$ cat config.mk
export PLATFORM = sky130hd
export DESIGN_NAME = sarcc_top
export DESIGN_NICKNAME = d
export VERILOG_FILES = /design/src/inc/sarcc_pkg.sv /design/src/hdl/sarcc_top.sv
export SDC_FILE = /design/constraint.sdc
export NUM_CORES = 1
export LEC_CHECK = 0
export ABC_AREA = 1
export BUFFER_PORTS_ARGS = -buffer_cell sky130_fd_sc_hd__clkbuf_2
export CAP_MARGIN = 15
export CORE_ASPECT_RATIO = 1.25
export CORE_MARGIN = 3
export CORE_UTILIZATION = 63
export CTS_BUF_LIST = sky130_fd_sc_hd__clkbuf_8 sky130_fd_sc_hd__clkbuf_16
export DETAILED_ROUTE_END_ITERATION = 7
export PLACE_DENSITY = 0.9
export SETUP_SLACK_MARGIN = 0.1
export SKIP_LAST_GASP = 1
export SLEW_MARGIN = 20
export SYNTH_ARGS = -nofsm -noshare
export SYNTH_HDL_FRONTEND = slang
export SYNTH_SLANG_ARGS = --single-unit
$ cat constraint.sdc
create_clock -name ref_clk_i -period 3.9 [get_ports ref_clk_i]
set_clock_uncertainty 0.1 [all_clocks]
set_input_delay 0.78 -clock ref_clk_i [delete_from_list [all_inputs] [get_ports ref_clk_i]]
set_output_delay 0.78 -clock ref_clk_i [all_outputs]
set_load 0.02 [all_outputs]
$ cat src/inc/sarcc_pkg.sv
/*
 * Constants for the successive-approximation conversion control block:
 * register offsets, field positions, reset values, channel codes and
 * conversion timing in converter clock cycles.
 * Assumes a byte-wide register port with a 3-bit address.
 */
package sarcc_pkg;

    // Register offsets
    localparam logic [2:0] OFS_RESULT_LOW   = 3'h0;
    localparam logic [2:0] OFS_RESULT_HIGH  = 3'h1;
    localparam logic [2:0] OFS_CONTROL_A    = 3'h2;
    localparam logic [2:0] OFS_CONTROL_B    = 3'h3;
    localparam logic [2:0] OFS_INPUT_SELECT = 3'h4;

    // Converter control A fields
    localparam int CA_ENABLE_BIT    = 7;
    localparam int CA_START_BIT     = 6;
    localparam int CA_AUTO_BIT      = 5;
    localparam int CA_DONE_BIT      = 4;
    localparam int CA_IRQ_EN_BIT    = 3;
    localparam int CA_PRESCALE_LSB  = 0;

    // Converter control B fields
    localparam int CB_TRIG_SRC_LSB  = 0;

    // Input select fields
    localparam int IS_REF_LSB       = 6;
    localparam int IS_LEFT_BIT      = 5;
    localparam int IS_CHAN_LSB      = 0;

    // Reset values
    localparam logic [7:0] CONTROL_A_RST    = 8'h00;
    localparam logic [2:0] TRIG_SRC_RST     = 3'h0;
    localparam logic [7:0] INPUT_SELECT_RST = 8'h00;
    localparam logic [9:0] RESULT_RST       = 10'h000;

    // Reference select codes
    localparam logic [1:0] REF_EXTERNAL     = 2'h0;
    localparam logic [1:0] REF_SUPPLY       = 2'h1;
    localparam logic [1:0] REF_INTERNAL     = 2'h3;

    // Channel codes
    localparam logic [4:0] CH_DIFF_FIRST    = 5'h08;
    localparam logic [4:0] CH_DIFF_LAST     = 5'h17;
    localparam logic [4:0] CH_BANDGAP       = 5'h1e;
    localparam logic [4:0] CH_GROUND        = 5'h1f;
    localparam logic [2:0] DIFF_COMMON_NEG  = 3'h1;

    // Trigger source that makes conversions free-running
    localparam logic [2:0] TRIG_SRC_FREE    = 3'h0;

    // Conversion timing in converter clock cycles
    localparam logic [4:0] NORMAL_LEN       = 5'd13;
    localparam logic [4:0] FIRST_LEN        = 5'd25;
    localparam logic [4:0] NORMAL_SAMPLE    = 5'd1;
    localparam logic [4:0] FIRST_SAMPLE     = 5'd13;
    localparam logic [9:0] SAR_FIRST_TRIAL  = 10'h200;

    typedef enum logic [1:0] {
        SARCC_IDLE = 2'b00,
        SARCC_WAIT = 2'b01,
        SARCC_CONV = 2'b10
    } sarcc_state_t;

endpackage : sarcc_pkg

$ cat src/hdl/sarcc_top.sv
/*
 * Conversion control for a 10-bit successive-approximation converter:
 * register port, prescaler, start and trigger logic, SAR sequencing,
 * result alignment and read interlock, selection of reference and input.
 * Assumes an analog front end that drives a comparator output which is
 * high when the held input exceeds the trial code, and trigger flags
 * from peripherals on the same clock.
 */
`timescale 1ns/10ps

// Behaviour
// - Ten-bit result; zero is ground, full code is reference minus one step.
// - Reference is analog supply, internal 1.1V, or external reference pin.
// - Single-ended input is any pin, ground or the bandgap voltage.
// - Sixteen differential pairs; seven use pin one as common negative.
// - Single-ended bypasses the differential amplifier; pairs convert difference.
// - Selections apply only when enabled; disabled converter is powered down.
// - Result right-aligned by default, left-aligned when left adjust set.
// - Low byte read blocks result updates; completions meanwhile are discarded.
// - High byte read re-enables result updates.
// - Completion raises the done flag even when the result is discarded.
// - Writing one starts; start reads one during conversion; cleared at end unless free running.
// - Channel changes during conversion apply only after it completes.
// - Auto trigger enabled by its bit, source by the trigger select field.
// - Rising trigger edge resets prescaler and starts a conversion.
// - Trigger held high or rising during conversion starts nothing.
// - Trigger flags set regardless of enables; owner clears before next trigger.
// - Done flag as source runs conversions back to back, flag ignored.
// - Software start still works while auto trigger is enabled.
// - Conversion lasts 13 converter clocks, first after enable lasts 25.
// - Prescaler counts only while enabled, held reset otherwise.
// - At completion write result, set flag, clear start in single mode.
module sarcc_top
    import sarcc_pkg::*;
(
    // Clock, reset, enable
    input  wire logic       ref_clk_i,
    input  wire logic       rst_n_i,
    input  wire logic       ce_i,
    // Register port
    input  wire logic [2:0] addr_i,
    input  wire logic [7:0] wr_data_i,
    input  wire logic       wr_en_i,
    input  wire logic       rd_en_i,
    output logic      [7:0] rd_data_o,
    // Trigger flags, sources 1 to 7
    input  wire logic [6:0] trigger_i,
    // Analog front end
    input  wire logic       cmp_i,
    output logic            power_o,
    output logic            ref_supply_o,
    output logic            ref_internal_o,
    output logic      [2:0] pos_sel_o,
    output logic      [2:0] neg_sel_o,
    output logic            diff_en_o,
    output logic            bandgap_sel_o,
    output logic            ground_sel_o,
    output logic            sample_o,
    output logic      [9:0] dac_code_o,
    // Completion interrupt condition
    output logic            done_irq_o
);

    // Channel decode: {diff, bandgap, ground, pos[2:0], neg[2:0]}
    function automatic logic [8:0] chan_decode(input logic [4:0] ch);
        logic [3:0] idx;
        logic [8:0] r;
        idx = 4'(ch - CH_DIFF_FIRST);
        r   = 9'h000;
        if (ch < CH_DIFF_FIRST) begin
            r = {3'b000, ch[2:0], 3'h0};
        end else if (ch <= CH_DIFF_LAST) begin
            if (idx < 4'd7) begin
                r[8]   = 1'b1;
                r[5:3] = (idx == 4'd0) ? 3'h0 : 3'(idx + 4'd1);
                r[2:0] = DIFF_COMMON_NEG;
            end else if (idx < 4'd14) begin
                r[8]   = 1'b1;
                r[5:3] = 3'(idx - 4'd6);
                r[2:0] = 3'h0;
            end else begin
                r[8]   = 1'b1;
                r[5:3] = (idx == 4'd14) ? 3'h3 : 3'h5;
                r[2:0] = (idx == 4'd14) ? 3'h2 : 3'h4;
            end
        end else if (ch == CH_BANDGAP) begin
            r[7] = 1'b1;
        end else begin
            r[6] = 1'b1;
        end
        return r;
    endfunction : chan_decode

    // Last prescaler count for a division field
    function automatic logic [6:0] presc_last(input logic [2:0] ps);
        logic [6:0] r;
        r = (ps == 3'h0) ? 7'h01 : 7'((8'h01 << ps) - 8'h01);
        return r;
    endfunction : presc_last

    // Register state
    logic         enable_q;
    logic         auto_q;
    logic         flag_q;
    logic         irq_en_q;
    logic   [2:0] prescale_q;
    logic   [2:0] trig_src_q;
    logic   [1:0] ref_q;
    logic         left_q;
    logic   [4:0] chan_q;
    logic   [9:0] result_q;
    logic         lock_q;

    // Sequencer state
    sarcc_state_t state_q;
    logic   [6:0] presc_q;
    logic   [4:0] step_q;
    logic         first_q;
    logic         conv_first_q;
    logic   [9:0] dac_q;
    logic         cmp_meta_q;
    logic         cmp_q;
    logic         trig_prev_q;

    // Decoded strobes
    logic wr_ctrl_a;
    logic wr_ctrl_b;
    logic wr_sel;
    logic rd_low;
    logic rd_high;
    logic en_next;
    logic sw_start;
    logic trig_level;
    logic trig_edge;
    logic free_run;
    logic tick;
    logic [4:0] conv_len;
    logic [4:0] sample_step;
    logic [4:0] trial_base;
    logic [4:0] trial_idx;
    logic conv_last;
    logic complete;
    logic busy;
    logic [8:0] chan_dec;

    assign wr_ctrl_a = wr_en_i && (addr_i == OFS_CONTROL_A);
    assign wr_ctrl_b = wr_en_i && (addr_i == OFS_CONTROL_B);
    assign wr_sel    = wr_en_i && (addr_i == OFS_INPUT_SELECT);
    assign rd_low    = rd_en_i && (addr_i == OFS_RESULT_LOW);
    assign rd_high   = rd_en_i && (addr_i == OFS_RESULT_HIGH);
    assign en_next   = wr_ctrl_a ? wr_data_i[CA_ENABLE_BIT] : enable_q;
    assign busy      = (state_q != SARCC_IDLE);
    // Only a written one starts; zero is ignored
    assign sw_start  = wr_ctrl_a && wr_data_i[CA_START_BIT] && en_next;
    assign trig_level = (trig_src_q == TRIG_SRC_FREE) ? 1'b0
                                                      : trigger_i[3'(trig_src_q - 3'h1)];
    // Edges only count while idle
    assign trig_edge = auto_q && enable_q && trig_level && !trig_prev_q
                       && (state_q == SARCC_IDLE);
    assign free_run  = auto_q && (trig_src_q == TRIG_SRC_FREE);
    assign tick      = enable_q && (presc_q == presc_last(prescale_q));
    assign conv_len    = conv_first_q ? FIRST_LEN : NORMAL_LEN;
    assign sample_step = conv_first_q ? FIRST_SAMPLE : NORMAL_SAMPLE;
    assign trial_base  = 5'(sample_step + 5'd1);
    assign trial_idx   = 5'(step_q - trial_base);
    assign conv_last   = (step_q == 5'(conv_len - 5'd1));
    assign complete    = (state_q == SARCC_CONV) && tick && conv_last;
    assign chan_dec    = chan_decode(chan_q);

    // Comparator synchroniser
    always_ff @(posedge ref_clk_i or negedge rst_n_i) begin
        if (!rst_n_i) begin
            cmp_meta_q <= 1'b0;
            cmp_q      <= 1'b0;
        end else if (ce_i) begin
            cmp_meta_q <= cmp_i;
            cmp_q      <= cmp_meta_q;
        end
    end

    // Control register A
    always_ff @(posedge ref_clk_i or negedge rst_n_i) begin
        if (!rst_n_i) begin
            enable_q   <= CONTROL_A_RST[CA_ENABLE_BIT];
            auto_q     <= CONTROL_A_RST[CA_AUTO_BIT];
            irq_en_q   <= CONTROL_A_RST[CA_IRQ_EN_BIT];
            prescale_q <= CONTROL_A_RST[CA_PRESCALE_LSB +: 3];
        end else if (ce_i && wr_ctrl_a) begin
            enable_q   <= wr_data_i[CA_ENABLE_BIT];
            auto_q     <= wr_data_i[CA_AUTO_BIT];
            irq_en_q   <= wr_data_i[CA_IRQ_EN_BIT];
            prescale_q <= wr_data_i[CA_PRESCALE_LSB +: 3];
        end
    end

    // Done flag, set wins over a write-one clear
    always_ff @(posedge ref_clk_i or negedge rst_n_i) begin
        if (!rst_n_i) begin
            flag_q <= CONTROL_A_RST[CA_DONE_BIT];
        end else if (ce_i) begin
            if (complete) begin
                flag_q <= 1'b1;
            end else if (wr_ctrl_a && wr_data_i[CA_DONE_BIT]) begin
                flag_q <= 1'b0;
            end
        end
    end

    // Control register B and input select
    always_ff @(posedge ref_clk_i or negedge rst_n_i) begin
        if (!rst_n_i) begin
            trig_src_q <= TRIG_SRC_RST;
            ref_q      <= INPUT_SELECT_RST[IS_REF_LSB +: 2];
            left_q     <= INPUT_SELECT_RST[IS_LEFT_BIT];
            chan_q     <= INPUT_SELECT_RST[IS_CHAN_LSB +: 5];
        end else if (ce_i) begin
            if (wr_ctrl_b) begin
                trig_src_q <= wr_data_i[CB_TRIG_SRC_LSB +: 3];
            end
            if (wr_sel) begin
                ref_q  <= wr_data_i[IS_REF_LSB +: 2];
                left_q <= wr_data_i[IS_LEFT_BIT];
                chan_q <= wr_data_i[IS_CHAN_LSB +: 5];
            end
        end
    end

    // Trigger edge history
    always_ff @(posedge ref_clk_i or negedge rst_n_i) begin
        if (!rst_n_i) begin
            trig_prev_q <= 1'b0;
        end else if (ce_i) begin
            trig_prev_q <= trig_level;
        end
    end

    // Prescaler
    always_ff @(posedge ref_clk_i or negedge rst_n_i) begin
        if (!rst_n_i) begin
            presc_q <= 7'h00;
        end else if (ce_i) begin
            if (!enable_q) begin
                presc_q <= 7'h00;
            end else if (trig_edge || tick) begin
                presc_q <= 7'h00;
            end else begin
                presc_q <= 7'(presc_q + 7'h01);
            end
        end
    end

    // Conversion sequencer
    always_ff @(posedge ref_clk_i or negedge rst_n_i) begin
        if (!rst_n_i) begin
            state_q <= SARCC_IDLE;
        end else if (ce_i) begin
            if (!en_next) begin
                state_q <= SARCC_IDLE;
            end else begin
                case (state_q)
                    SARCC_IDLE: begin
                        if (sw_start || trig_edge) begin
                            state_q <= SARCC_WAIT;
                        end
                    end
                    SARCC_WAIT: begin
                        if (tick) begin
                            state_q <= SARCC_CONV;
                        end
                    end
                    SARCC_CONV: begin
                        if (complete) begin
                            state_q <= free_run ? SARCC_WAIT : SARCC_IDLE;
                        end
                    end
                    default: begin
                        state_q <= SARCC_IDLE;
                    end
                endcase
            end
        end
    end

    // Step counter and first-conversion tracking
    always_ff @(posedge ref_clk_i or negedge rst_n_i) begin
        if (!rst_n_i) begin
            step_q       <= 5'd0;
            first_q      <= 1'b1;
            conv_first_q <= 1'b0;
        end else if (ce_i) begin
            if (!enable_q) begin
                first_q <= 1'b1;
            end
            if (state_q == SARCC_WAIT && tick) begin
                step_q       <= 5'd0;
                conv_first_q <= first_q;
                first_q      <= 1'b0;
            end else if (state_q == SARCC_CONV && tick) begin
                step_q <= 5'(step_q + 5'd1);
            end
        end
    end

    // Sample pulse and successive approximation
    always_ff @(posedge ref_clk_i or negedge rst_n_i) begin
        if (!rst_n_i) begin
            sample_o <= 1'b0;
            dac_q    <= RESULT_RST;
        end else if (ce_i) begin
            sample_o <= 1'b0;
            if (state_q == SARCC_CONV && tick) begin
                if (step_q == sample_step) begin
                    sample_o <= 1'b1;
                    dac_q    <= SAR_FIRST_TRIAL;
                end else if (step_q >= trial_base && trial_idx < 5'd10) begin
                    if (!cmp_q) begin
                        dac_q[4'(5'd9 - trial_idx)] <= 1'b0;
                    end
                    if (trial_idx < 5'd9) begin
                        dac_q[4'(5'd8 - trial_idx)] <= 1'b1;
                    end
                end
            end
        end
    end

    // Result store and read interlock
    always_ff @(posedge ref_clk_i or negedge rst_n_i) begin
        if (!rst_n_i) begin
            result_q <= RESULT_RST;
            lock_q   <= 1'b0;
        end else if (ce_i) begin
            if (complete && !lock_q) begin
                result_q <= dac_q;
            end
            if (rd_low) begin
                lock_q <= 1'b1;
            end else if (rd_high) begin
                lock_q <= 1'b0;
            end
        end
    end

    // Front-end selection, held during a conversion
    always_ff @(posedge ref_clk_i or negedge rst_n_i) begin
        if (!rst_n_i) begin
            power_o        <= 1'b0;
            ref_supply_o   <= 1'b0;
            ref_internal_o <= 1'b0;
            diff_en_o      <= 1'b0;
            bandgap_sel_o  <= 1'b0;
            ground_sel_o   <= 1'b0;
            pos_sel_o      <= 3'h0;
            neg_sel_o      <= 3'h0;
        end else if (ce_i) begin
            power_o <= enable_q;
            if (!enable_q) begin
                ref_supply_o   <= 1'b0;
                ref_internal_o <= 1'b0;
                diff_en_o      <= 1'b0;
                bandgap_sel_o  <= 1'b0;
                ground_sel_o   <= 1'b0;
                pos_sel_o      <= 3'h0;
                neg_sel_o      <= 3'h0;
            end else if (state_q != SARCC_CONV) begin
                ref_supply_o   <= (ref_q == REF_SUPPLY);
                ref_internal_o <= (ref_q == REF_INTERNAL);
                diff_en_o      <= chan_dec[8];
                bandgap_sel_o  <= chan_dec[7];
                ground_sel_o   <= chan_dec[6];
                pos_sel_o      <= chan_dec[5:3];
                neg_sel_o      <= chan_dec[2:0];
            end
        end
    end

    // Trial code and interrupt condition
    always_ff @(posedge ref_clk_i or negedge rst_n_i) begin
        if (!rst_n_i) begin
            dac_code_o <= RESULT_RST;
            done_irq_o <= 1'b0;
        end else if (ce_i) begin
            dac_code_o <= dac_q;
            done_irq_o <= flag_q && irq_en_q;
        end
    end

    // Read data, one cycle after the strobe
    always_ff @(posedge ref_clk_i or negedge rst_n_i) begin
        if (!rst_n_i) begin
            rd_data_o <= 8'h00;
        end else if (ce_i) begin
            rd_data_o <= 8'h00;
            if (rd_en_i) begin
                case (addr_i)
                    OFS_RESULT_LOW: begin
                        rd_data_o <= left_q ? {result_q[1:0], 6'h00}
                                            : result_q[7:0];
                    end
                    OFS_RESULT_HIGH: begin
                        rd_data_o <= left_q ? result_q[9:2]
                                            : {6'h00, result_q[9:8]};
                    end
                    OFS_CONTROL_A: begin
                        rd_data_o <= {enable_q, busy, auto_q, flag_q,
                                      irq_en_q, prescale_q};
                    end
                    OFS_CONTROL_B: begin
                        rd_data_o <= {5'h00, trig_src_q};
                    end
                    OFS_INPUT_SELECT: begin
                        rd_data_o <= {ref_q, left_q, chan_q};
                    end
                    default: begin
                        rd_data_o <= 8'h00;
                    end
                endcase
            end
        end
    end

endmodule : sarcc_top

==> impl_metrics.json, run 1 <==
{
  "first_pass_iters": 6,
  "synthesis.nets": 687,
  "final_cell_mix": "nand2_1, dfrtp_1, inv_1",
  "worst_r2r_endpoint": "dac_q[1]",
  "root_buffer": "clkbuf_8",
  "period_needed_ns": 2.63,
  "rows": 35,
  "fmax_ghz": 0.381,
  "cts_resized": 0,
  "die_y_um": 106,
  "dieArea_um2": 9040,
  "max_cap_violations": 0,
  "placed_cell_area_um2": 5330,
  "fin_crit_sh_pct": 67.3,
  "dieWidth_um": 85.6,
  "slew_headroom_pct": 46.6,
  "cts_setup_buffers": 0,
  "hold_viol": 0,
  "cp_cell_sequence": "inv_1 -> ha_1 -> inv_1 -> nor3_2 -> inv_2 -> nand2_1 -> nand2_1 -> nor2_4 -> nand2_1 -> nand2_1",
  "fin_setup_tns_ns": 0,
  "crit_path_start_kind": "register",
  "drc_errors": 0,
  "synth_cells": 646,
  "drive_gt1_share_pct": 13.5,
  "clk_latency_ns": 0.37,
  "use_met3_pct": 4.53,
  "antenna_found_initial": 0,
  "cts-hold-fix-buffers": 0,
  "busiest_layer": "met2",
  "end_kind": "register",
  "rsz0062_at_grt": "no",
  "vias": 4789,
  "clk_pin_slew_ns": 0.10,
  "layout_commonest_cell": "nand2_1",
  "r2r_slack_ns": 1.27,
  "tightest_slew_ns": 0.801,
  "grt_max_degree": 91,
  "port_buffers": 55,
  "grt_use_met2_pct": 51.7,
  "p_leak_nw": 2.77,
  "io_pins": 56,
  "worst_path_most_repeated_cell": "nand2_1",
  "grt_usage_pct": 29.9,
  "timing.hold.ws_ns": 0.349,
  "syn2layout_area_growth_pct": 10.8,
  "grt_pass1_wl_mm": 21.6,
  "grt_pass1_vias": 4670,
  "arrival_ns": 2.83,
  "reg2regPathDepth": 10,
  "ant_nets": 0,
  "synth.distinct_cells": 41,
  "wire_per_inst_um": 16.3,
  "core-area_um2": 7530,
  "worstHoldPathType": "in -> async",
  "nets": 741,
  "post-route-util_pct": 73.5,
  "synth_seq_area_share_pct": 45.1,
  "setup_viol": 0,
  "final_max_slew_viol_count": 0,
  "drt_iter0_drc": 439,
  "vdd_drop_max_uv": 316,
  "slowest_stage": "dfrtp_1",
  "reg2reg_from": "step_q[1]",
  "finalPower_mw": 2.63,
  "path_max_fanout": 11,
  "numCtsBuffers": 9,
  "cp.required_ns": 4.10,
  "grt_remaining_overflow": 0,
  "syn_avg_cell_area_um2": 7.73,
  "place_congestion": 0.962,
  "cts_sinks": 90,
  "design_area_um2": 5530,
  "use_met1_pct": 36.1,
  "cts_tree": "built",
  "post_drt_via_cell_ratio": 6.01,
  "slowest_delay_ns": 0.54,
  "crit_type": "reg -> reg",
  "htreeDepth": 3,
  "start_util_pct": 66.3,
  "cts_buffer_depth": 2,
  "wl_mm": 13.0,
  "powerDensity_nw_per_um2": 475,
  "status": "finished clean",
  "ys_ff_latch": 90,
  "dpl.hpwl_mm": 9.46,
  "syn_area_um2": 4990,
  "yosys_warnings": 0,
  "num_antenna_cells": 0
}
==> layout make-up <==
type | instances | area [um^2]
Multi-Input combinational cell | 455 | 2340
Clock buffer | 9 | 124
Inverter | 87 | 327
Tap cell | 92 | 115
Sequential cell | 90 | 2250
Timing Repair Buffer | 57 | 297
Clock inverter | 7 | 75.1
Fill cell | 568 | 2000
==> synthesized netlist by cell type <==
master	instances	area, um^2
o21ai_0	65	325
o2bb2ai_1	1	8.76
o21ai_2	10	87.6
nand2_2	2	12.5
nor3_4	1	16.3
a211oi_1	1	7.51
buf_2	2	10.0
buf_1	2	7.51
a22o_1	1	8.76
fa_1	1	20.0
clkbuf_1	8	30.0
nand3_1	40	200
nor2_1	37	139
nand4_1	15	93.8
o221ai_1	2	17.5
nor3_2	1	10.0
inv_2	3	11.3
buf_6	2	22.5
o31ai_1	4	30.0
clkinv_1	3	11.3
a31oi_1	2	12.5
xnor2_1	2	17.5
xor2_1	3	26.3
a32o_1	2	20.0
a21oi_1	32	160
inv_1	81	304
o22ai_1	8	50.1
nand2_1	188	706
o211ai_1	3	22.5
a221oi_1	2	17.5
nand3b_1	3	22.5
o311ai_0	2	17.5
nor3_1	1	5.00
nor2_2	2	12.5
dfstp_2	1	26.3
ha_1	16	200
o2111ai_1	1	8.76
dfrtp_1	89	2230
nor2_4	1	11.3
nand3_2	2	20.0
o41ai_1	4	35.0
==> registers in the layout (all words and copies together) (netlist names), 2 cells and up <==
signal,cells
step_q,5
result_q,10
state_q,2
chan_q,5
neg_sel_o,3
pos_sel_o,3
rd_data_o,8
trig_src_q,3
dac_q,10
ref_q,2
prescale_q,3
presc_q,7
dac_code_o,10
==> kinds of logic after synthesis <==
logic type	after synthesis	share of synthesized area (%)
AND/OR/NAND/NOR	293	25.0
buffers and inverters	101	7.94
adder cells (fa/ha/maj)	17	4.41
XOR/XNOR	5	0.877
flip-flops	90	45.1
AO/OA/AOI/OAI	140	16.6
==> where the power goes <==
part	switching [mW]	leakage (nW)	total (mW)	internal, mW
clock network	0.358	0.103	0.660	0.302
logic	0.560	1.48	0.810	0.250
registers	0.120	1.19	1.16	1.04
total	1.04	2.77	2.63	1.59
==> critical path: cells and delay by family, from the launching register on <==
kind | cells | cell delay (ns)
flops | 1 | 0.54
fa+ha+maj | 1 | 0.28
buf+inv | 3 | 0.36
simple gates | 6 | 1.29
==> routing by layer <==
layer | part of all wire [%] | wire length [um]
met5 | 0 | 0
met4 | 4.2 | 544
met3 | 6.8 | 884
met2 | 51 | 6620
met1 | 38 | 4920
==> stage by stage <==
| step | worst slack (ns) | std cells |
|---|---|---|
| after floorplan | 1.78 | 646 |
| after global placement | 1.43 | 781 |
| after detailed placement | 1.36 | 781 |
| after CTS | 1.34 | 797 |
| after global routing | 1.08 | 797 |
| final | 1.27 | 797 |
==> how the worst max path moves through the flow <==
stage	from	end	slack (ns)	depth (start not counted)
after global routing	step_q[1]	dac_q[8]	1.08	10
final	step_q[1]	dac_q[1]	1.27	10
after global placement	ce_i	pos_sel_o[0]	1.43	5
after floorplan	step_q[1]	dac_q[9]	1.78	10
after CTS	step_q[1]	dac_q[1]	1.34	10
after detailed placement	ce_i	result_q[5]	1.36	6
No activity file was read; power rests on OpenSTA's default activity.
==> run 2, diff against run 1 <==
--- a/config.mk
+++ b/config.mk
@@ -5,15 +5,15 @@
 export SDC_FILE = /design/constraint.sdc
 export NUM_CORES = 1
 export LEC_CHECK = 0
-export ABC_AREA = 1
+export ABC_AREA = 0
 export BUFFER_PORTS_ARGS = -buffer_cell sky130_fd_sc_hd__clkbuf_2
 export CAP_MARGIN = 15
 export CORE_ASPECT_RATIO = 1.25
 export CORE_MARGIN = 3
-export CORE_UTILIZATION = 63
+export CORE_UTILIZATION = 59
 export CTS_BUF_LIST = sky130_fd_sc_hd__clkbuf_8 sky130_fd_sc_hd__clkbuf_16
 export DETAILED_ROUTE_END_ITERATION = 7
-export PLACE_DENSITY = 0.9
+export PLACE_DENSITY = 0.85
 export SETUP_SLACK_MARGIN = 0.1
 export SKIP_LAST_GASP = 1
 export SLEW_MARGIN = 20
==> constraint.sdc (replaced) <==
create_clock -name ref_clk_i -period 2.6 [get_ports ref_clk_i]
set_clock_uncertainty 0.1 [all_clocks]
set_input_delay 0.52 -clock ref_clk_i [delete_from_list [all_inputs] [get_ports ref_clk_i]]
set_output_delay 0.52 -clock ref_clk_i [all_outputs]
set_load 0.02 [all_outputs]
==> run 2 against run 1 <==
Effect of this change: first-iteration DRC count fell by 14%; hold slack lost 0.32 ns; via count fell by 12%; worst setup slack lost 1.2 ns; final area is 5.4% higher; flip-flop and latch count unchanged; total power grew 62%; core utilization decreased by 0.29 points; clock-buffer cell count grew 4; critical path depth is 2 lower; register-to-register slack got worse by 1.2 ns; area after synthesis is 0.90% lower.
==> impl_metrics.json, run 2 <==
{
  "synth.distinct_cells": 70,
  "ys_async_sr_fraction_pct": 100,
  "crit_path_start_kind": "register",
  "status": "finished clean",
  "arrival_ns": 2.67,
  "path_buf_inv": 1,
  "synth_xor_area_share_pct": 2.48,
  "io_pins": 56,
  "tightest_slew_ns": 0.532,
  "slowest_delay_ns": 0.44,
  "dieWidth_um": 87.9,
  "fin_crit_sh_pct": 95.6,
  "cts_sinks": 90,
  "yosys_warnings": 0,
  "port_buffers": 55,
  "grt_remaining_overflow": 0,
  "root_buffer": "clkbuf_8",
  "worstHoldPathType": "in -> async",
  "htreeDepth": 3,
  "first_pass_iters": 5,
  "post-route-util_pct": 73.2,
  "die_y_um": 108,
  "grt_max_degree": 53,
  "wire_per_inst_um": 20.4,
  "largestRegisters": "dac_code_o (10), dac_q (10), result_q (10)",
  "core-area_um2": 7970,
  "crit_type": "reg -> reg",
  "nets": 586,
  "period_needed_ns": 2.49,
  "multi_input_comb_area_um2": 2660,
  "start_util_pct": 62.1,
  "synth_most_common_cell": "dfrtp_1",
  "final_cell_mix": "dfrtp_1, clkbuf_2, nand2_1",
  "rows": 36,
  "hold_viol": 0,
  "synth_seq_area_share_pct": 45.5,
  "numCtsBuffers": 9,
  "nFillCells": 536,
  "powerDensity_nw_per_um2": 732,
  "synth_cells": 468,
  "r2r_slack_ns": 0.11,
  "slowest_stage": "or4_4",
  "path_max_fanout": 4,
  "ys_ff_latch": 90,
  "slew_headroom_pct": 64.4,
  "cp.required_ns": 2.78,
  "place_congestion": 0.895,
  "cts_tree": "built",
  "synth_area_leaders": "dfrtp_1, mux2_2, ha_1, nand2_1, o21ai_0",
  "synth_fa_ha_area_share_pct": 4.45,
  "synth_top_area_cell": "dfrtp_1",
  "setup_viol": 0,
  "instances_no_fill": 644,
  "max_cap_violations": 0,
  "cp_top_family": "compound AO/OA/AOI/OAI gates",
  "syn_avg_cell_area_um2": 10.6,
  "synth_simple_gate_area_share_pct": 15.2,
  "fmax_ghz": 0.402,
  "dieArea_um2": 9530,
  "syn_area_um2": 4950,
  "num_antenna_cells": 0,
  "end_kind": "register",
  "dpl.hpwl_mm": 9.16,
  "cp_cell_sequence": "inv_2 -> fa_2 -> nor2b_4 -> o31ai_2 -> nand2_1 -> a211o_1 -> or4_4 -> o22ai_2",
  "final_max_slew_viol_count": 0,
  "regArea_um2": 2260,
  "p_leak_nw": 2.72,
  "vdd_drop_max_uv": 453,
  "grt_pass1_wl_mm": 19.9,
  "clk_pin_slew_ns": 0.09,
  "drc_errors": 0,
  "vias": 4236,
  "finalPower_mw": 4.27,
  "synth_top_flop_cell": "dfrtp_1",
  "layout_commonest_cell": "dfrtp_1",
  "synth_compound_area_share_pct": 18.1,
  "cts_buffer_depth": 2,
  "synth_top_area_share_pct": 45.0,
  "clk_latency_ns": 0.36,
  "rsz0062_at_grt": "yes",
  "synth_edf_count": 0,
  "synth_commonest_cells": "dfrtp_1, nand2_1, o21ai_0",
  "drive_gt1_share_pct": 30.4,
  "dp.cells": 618,
  "syn2layout_area_growth_pct": 17.9,
  "drt_iter0_drc": 377,
  "grt_usage_pct": 27.3,
  "antenna_found_initial": 0,
  "synthesis.nets": 509,
  "ant_nets": 0,
  "synth_top_family_by_area": "compound AO/OA/AOI/OAI gates",
  "grt_pass1_vias": 4161,
  "muxShareOfSynthArea_pct": 10.5,
  "post_drt_via_cell_ratio": 6.58,
  "wl_mm": 13.2
}
==> run 2: where the power goes <==
part	internal, mW	switching [mW]
logic	0.644	0.905
registers	1.56	0.231
clock network	0.445	0.482
total	2.65	1.62
==> run 2: logic make-up (layout without fill, tap and decap cells) <==
group                    after synthesis  in the layout
AO/OA/AOI/OAI                        119            119
XOR/XNOR                              14             14
adder cells (fa/ha/maj)               17             17
buffers and inverters                 44            125
flip-flops                            90             90
multiplexers                          46             46
AND/OR/NAND/NOR                      138            138
==> run 2: layout make-up <==
class	count	share of cell area, %
clock inverter	2	0.193
timing repair buffer	85	8.86
clock buffer	13	3.07
inverter	25	1.61
sequential	90	38.7
tap	95	2.04
multi-input combinational	334	45.5
==> run 2: routing by layer <==
layer	vias up	global-route usage, %	routed length (um)
met5	-	0	0
met4	0	14.1	401
met3	37	5.03	833
met2	227	45.2	6690
met1	2094	33.6	5240
li1	1878	-	-
==> run 2: timing repair <==
item                                    CTS  global route
endpoints found under the setup margin    9            24
pin swaps                                 1            14
hold buffers                              0             0
gates cloned                              0             0
buffers inserted                          2             9
gates resized for setup                   5            24
==> run 2: stage by stage <==
step           cell area [um^2]  hold WS (ns)  TNS, ns  worst slack (ns)
6_report                   5830        0.0238        0             0.114
5_1_grt                    5830        0.0592        0            0.0143
4_1_cts                    5660        0.0389        0             0.106
3_5_place_dp               5420         0.356   -0.166           -0.0648
3_3_place_gp               5420         0.350        0            0.0661
2_1_floorplan              4950         0.124        0            0.0949
==> run 2: worst paths after layout <==
path | depth (start not counted) | from | to
worst max-delay path | 8 | conv_first_q | dac_q[8]
worst min-delay path | 1 | rst_n_i | neg_sel_o[2]
worst max register to register | 8 | conv_first_q | dac_q[8]
worst min register to register | 2 | pos_sel_o[0] | pos_sel_o[0]
max in group asynchronous | 2 | rst_n_i | first_q
min in group ref_clk_i | 2 | cmp_i | cmp_meta_q
==> run 3, diff against run 2 <==
--- a/config.mk
+++ b/config.mk
@@ -7,12 +7,12 @@
 export LEC_CHECK = 0
 export ABC_AREA = 0
 export BUFFER_PORTS_ARGS = -buffer_cell sky130_fd_sc_hd__clkbuf_2
-export CAP_MARGIN = 15
 export CORE_ASPECT_RATIO = 1.25
 export CORE_MARGIN = 3
 export CORE_UTILIZATION = 59
 export CTS_BUF_LIST = sky130_fd_sc_hd__clkbuf_8 sky130_fd_sc_hd__clkbuf_16
 export DETAILED_ROUTE_END_ITERATION = 7
+export GPL_TIMING_DRIVEN = 0
 export PLACE_DENSITY = 0.85
 export SETUP_SLACK_MARGIN = 0.1
 export SKIP_LAST_GASP = 1
==> run 3 against run 2 <==
Effect of this change: total power rose by 5.5%; via count barely moved; first-iteration DRC count rose by 4.0%; highest routed layer unchanged; largest power group unchanged; register-to-register slack hardly changed; fmax fell by 0.54%; non-clock buffer count rose by 6.
==> impl_metrics.json, run 3 (same netlist as run 2, synthesis figures left out) <==
{
  "period_needed_ns": 2.50,
  "post-route-util_pct": 74.5,
  "status": "finished clean",
  "largestRegisters": "dac_code_o (10), dac_q (10), result_q (10)",
  "drt_iter0_drc": 392,
  "drc_errors": 0,
  "num_antenna_cells": 0,
  "arrival_ns": 2.70,
  "powerDensity_nw_per_um2": 758,
  "numCtsBuffers": 9,
  "root_buffer": "clkbuf_8",
  "rows": 36,
  "worstHoldPathType": "in -> async",
  "cp_cell_sequence": "inv_2 -> ha_4 -> a21o_1 -> a21oi_1 -> xor2_1 -> a211o_4 -> or4_4 -> o22ai_2",
  "io_pins": 56,
  "first_pass_iters": 5,
  "ant_nets": 0,
  "cp.required_ns": 2.80,
  "slowest_stage": "or4_4",
  "layout_commonest_cell": "dfrtp_1",
  "final_max_slew_viol_count": 0,
  "antenna_found_initial": 0,
  "path_buf_inv": 1,
  "syn2layout_area_growth_pct": 20.1,
  "drive_gt1_share_pct": 30.8,
  "clk_pin_slew_ns": 0.10,
  "grt_usage_pct": 28.8,
  "final_cell_mix": "dfrtp_1, clkbuf_2, nand2_1",
  "path_max_fanout": 5,
  "end_kind": "register",
  "rsz0062_at_grt": "yes",
  "wire_per_inst_um": 20.7,
  "crit_type": "reg -> reg",
  "grt_pass1_vias": 4366,
  "timing.hold.ws_ns": 0.0788,
  "wl_mm": 13.5,
  "p_leak_nw": 2.73,
  "cts_tree": "built",
  "grt_pass1_wl_mm": 21.0,
  "dieWidth_um": 87.9,
  "place_congestion": 0.939,
  "multi_input_comb_area_um2": 2730,
  "crit_path_start_kind": "register",
  "vias": 4238,
  "setup_viol": 0,
  "regArea_um2": 2260,
  "max_cap_violations": 0,
  "slowest_delay_ns": 0.44,
  "cts_buffer_depth": 2,
  "cp_top_family": "compound AO/OA/AOI/OAI gates",
  "dpl.hpwl_mm": 9.18,
  "dieArea_um2": 9530,
  "post_drt_via_cell_ratio": 6.51,
  "grt_remaining_overflow": 0,
  "core-area_um2": 7970,
  "cts-hold-fix-buffers": 0,
  "start_util_pct": 62.1,
  "die_y_um": 108,
  "clk_latency_ns": 0.39,
  "nFillCells": 528,
  "slew_headroom_pct": 46.9,
  "vdd_drop_max_uv": 422,
  "nets": 592,
  "cts_sinks": 90,
  "htreeDepth": 3,
  "tightest_slew_ns": 0.795,
  "port_buffers": 55,
  "fin_crit_sh_pct": 96.1,
  "hold_viol": 0,
  "fmax_ghz": 0.400,
  "grt_max_degree": 91
}
## run 3: final timing paths
check	from	to	slack (ns)	depth (start not counted)
max	conv_first_q	dac_q[8]	0.10	8
max in group asynchronous	rst_n_i	trig_src_q[0]	1.81	1
max reg2reg	conv_first_q	dac_q[8]	0.10	8
min	rst_n_i	chan_q[2]	0.08	1
min in group ref_clk_i	cmp_i	cmp_meta_q	0.28	2
min reg2reg	diff_en_o	diff_en_o	0.38	1
## run 3: where the power goes
group          internal, mW  total [mW]  switching (mW)  leakage (nW)
sequential             1.56        1.73           0.172          1.19
clock                 0.551        1.10           0.551         0.112
combinational         0.674        1.67           0.992          1.43
## run 3: layout make-up
| cell class | instances | share of cell area (%) |
|---|---|---|
| clock buffer | 9 | 2.09 |
| tap | 95 | 2.00 |
| clock inverter | 7 | 1.71 |
| buffer | 19 | 1.52 |
| sequential | 90 | 38.0 |
| multi-input combinational | 334 | 45.9 |
| inverter | 25 | 1.62 |
| timing repair buffer | 72 | 7.14 |
## run 3: timing repair
action / in CTS / in global routing
buffers inserted: 11 / 6
pin swaps: 10 / 15
resized for setup: 18 / 22
setup endpoints to repair: 26 / 23
## run 3: metrics by stage
step	power [mW]	setup WS (ns)	TNS (ns)	std cells	instance area (um^2)
2_1_floorplan	2.70	0.0949	0	468	4950
3_3_place_gp	3.03	-0.230	-5.63	618	5350
3_5_place_dp	3.08	-0.374	-1.39	618	5360
4_1_cts	4.33	0.0239	0	645	5780
5_1_grt	4.72	0.0129	0	651	5940
6_report	4.50	0.101	0	651	5940
## run 3: worst register-to-register path, stage by stage (launching register included)
cell and delay [ns]:
dfrtp_1 0.41, inv_2 0.14, ha_4 0.25, a21o_1 0.18, a21oi_1 0.20, xor2_1 0.18, a211o_4 0.36, or4_4 0.44
o22ai_2 0.17
## run 3: metal layers
metal / vias to the layer above / track usage [%] / wire length, um
li1: 1896 / - / -
met1: 2048 / 34.0 / 5290
met2: 239 / 47.9 / 6640
met3: 55 / 6.86 / 952
met4: 0 / 15.9 / 571
met5: - / 0 / 0
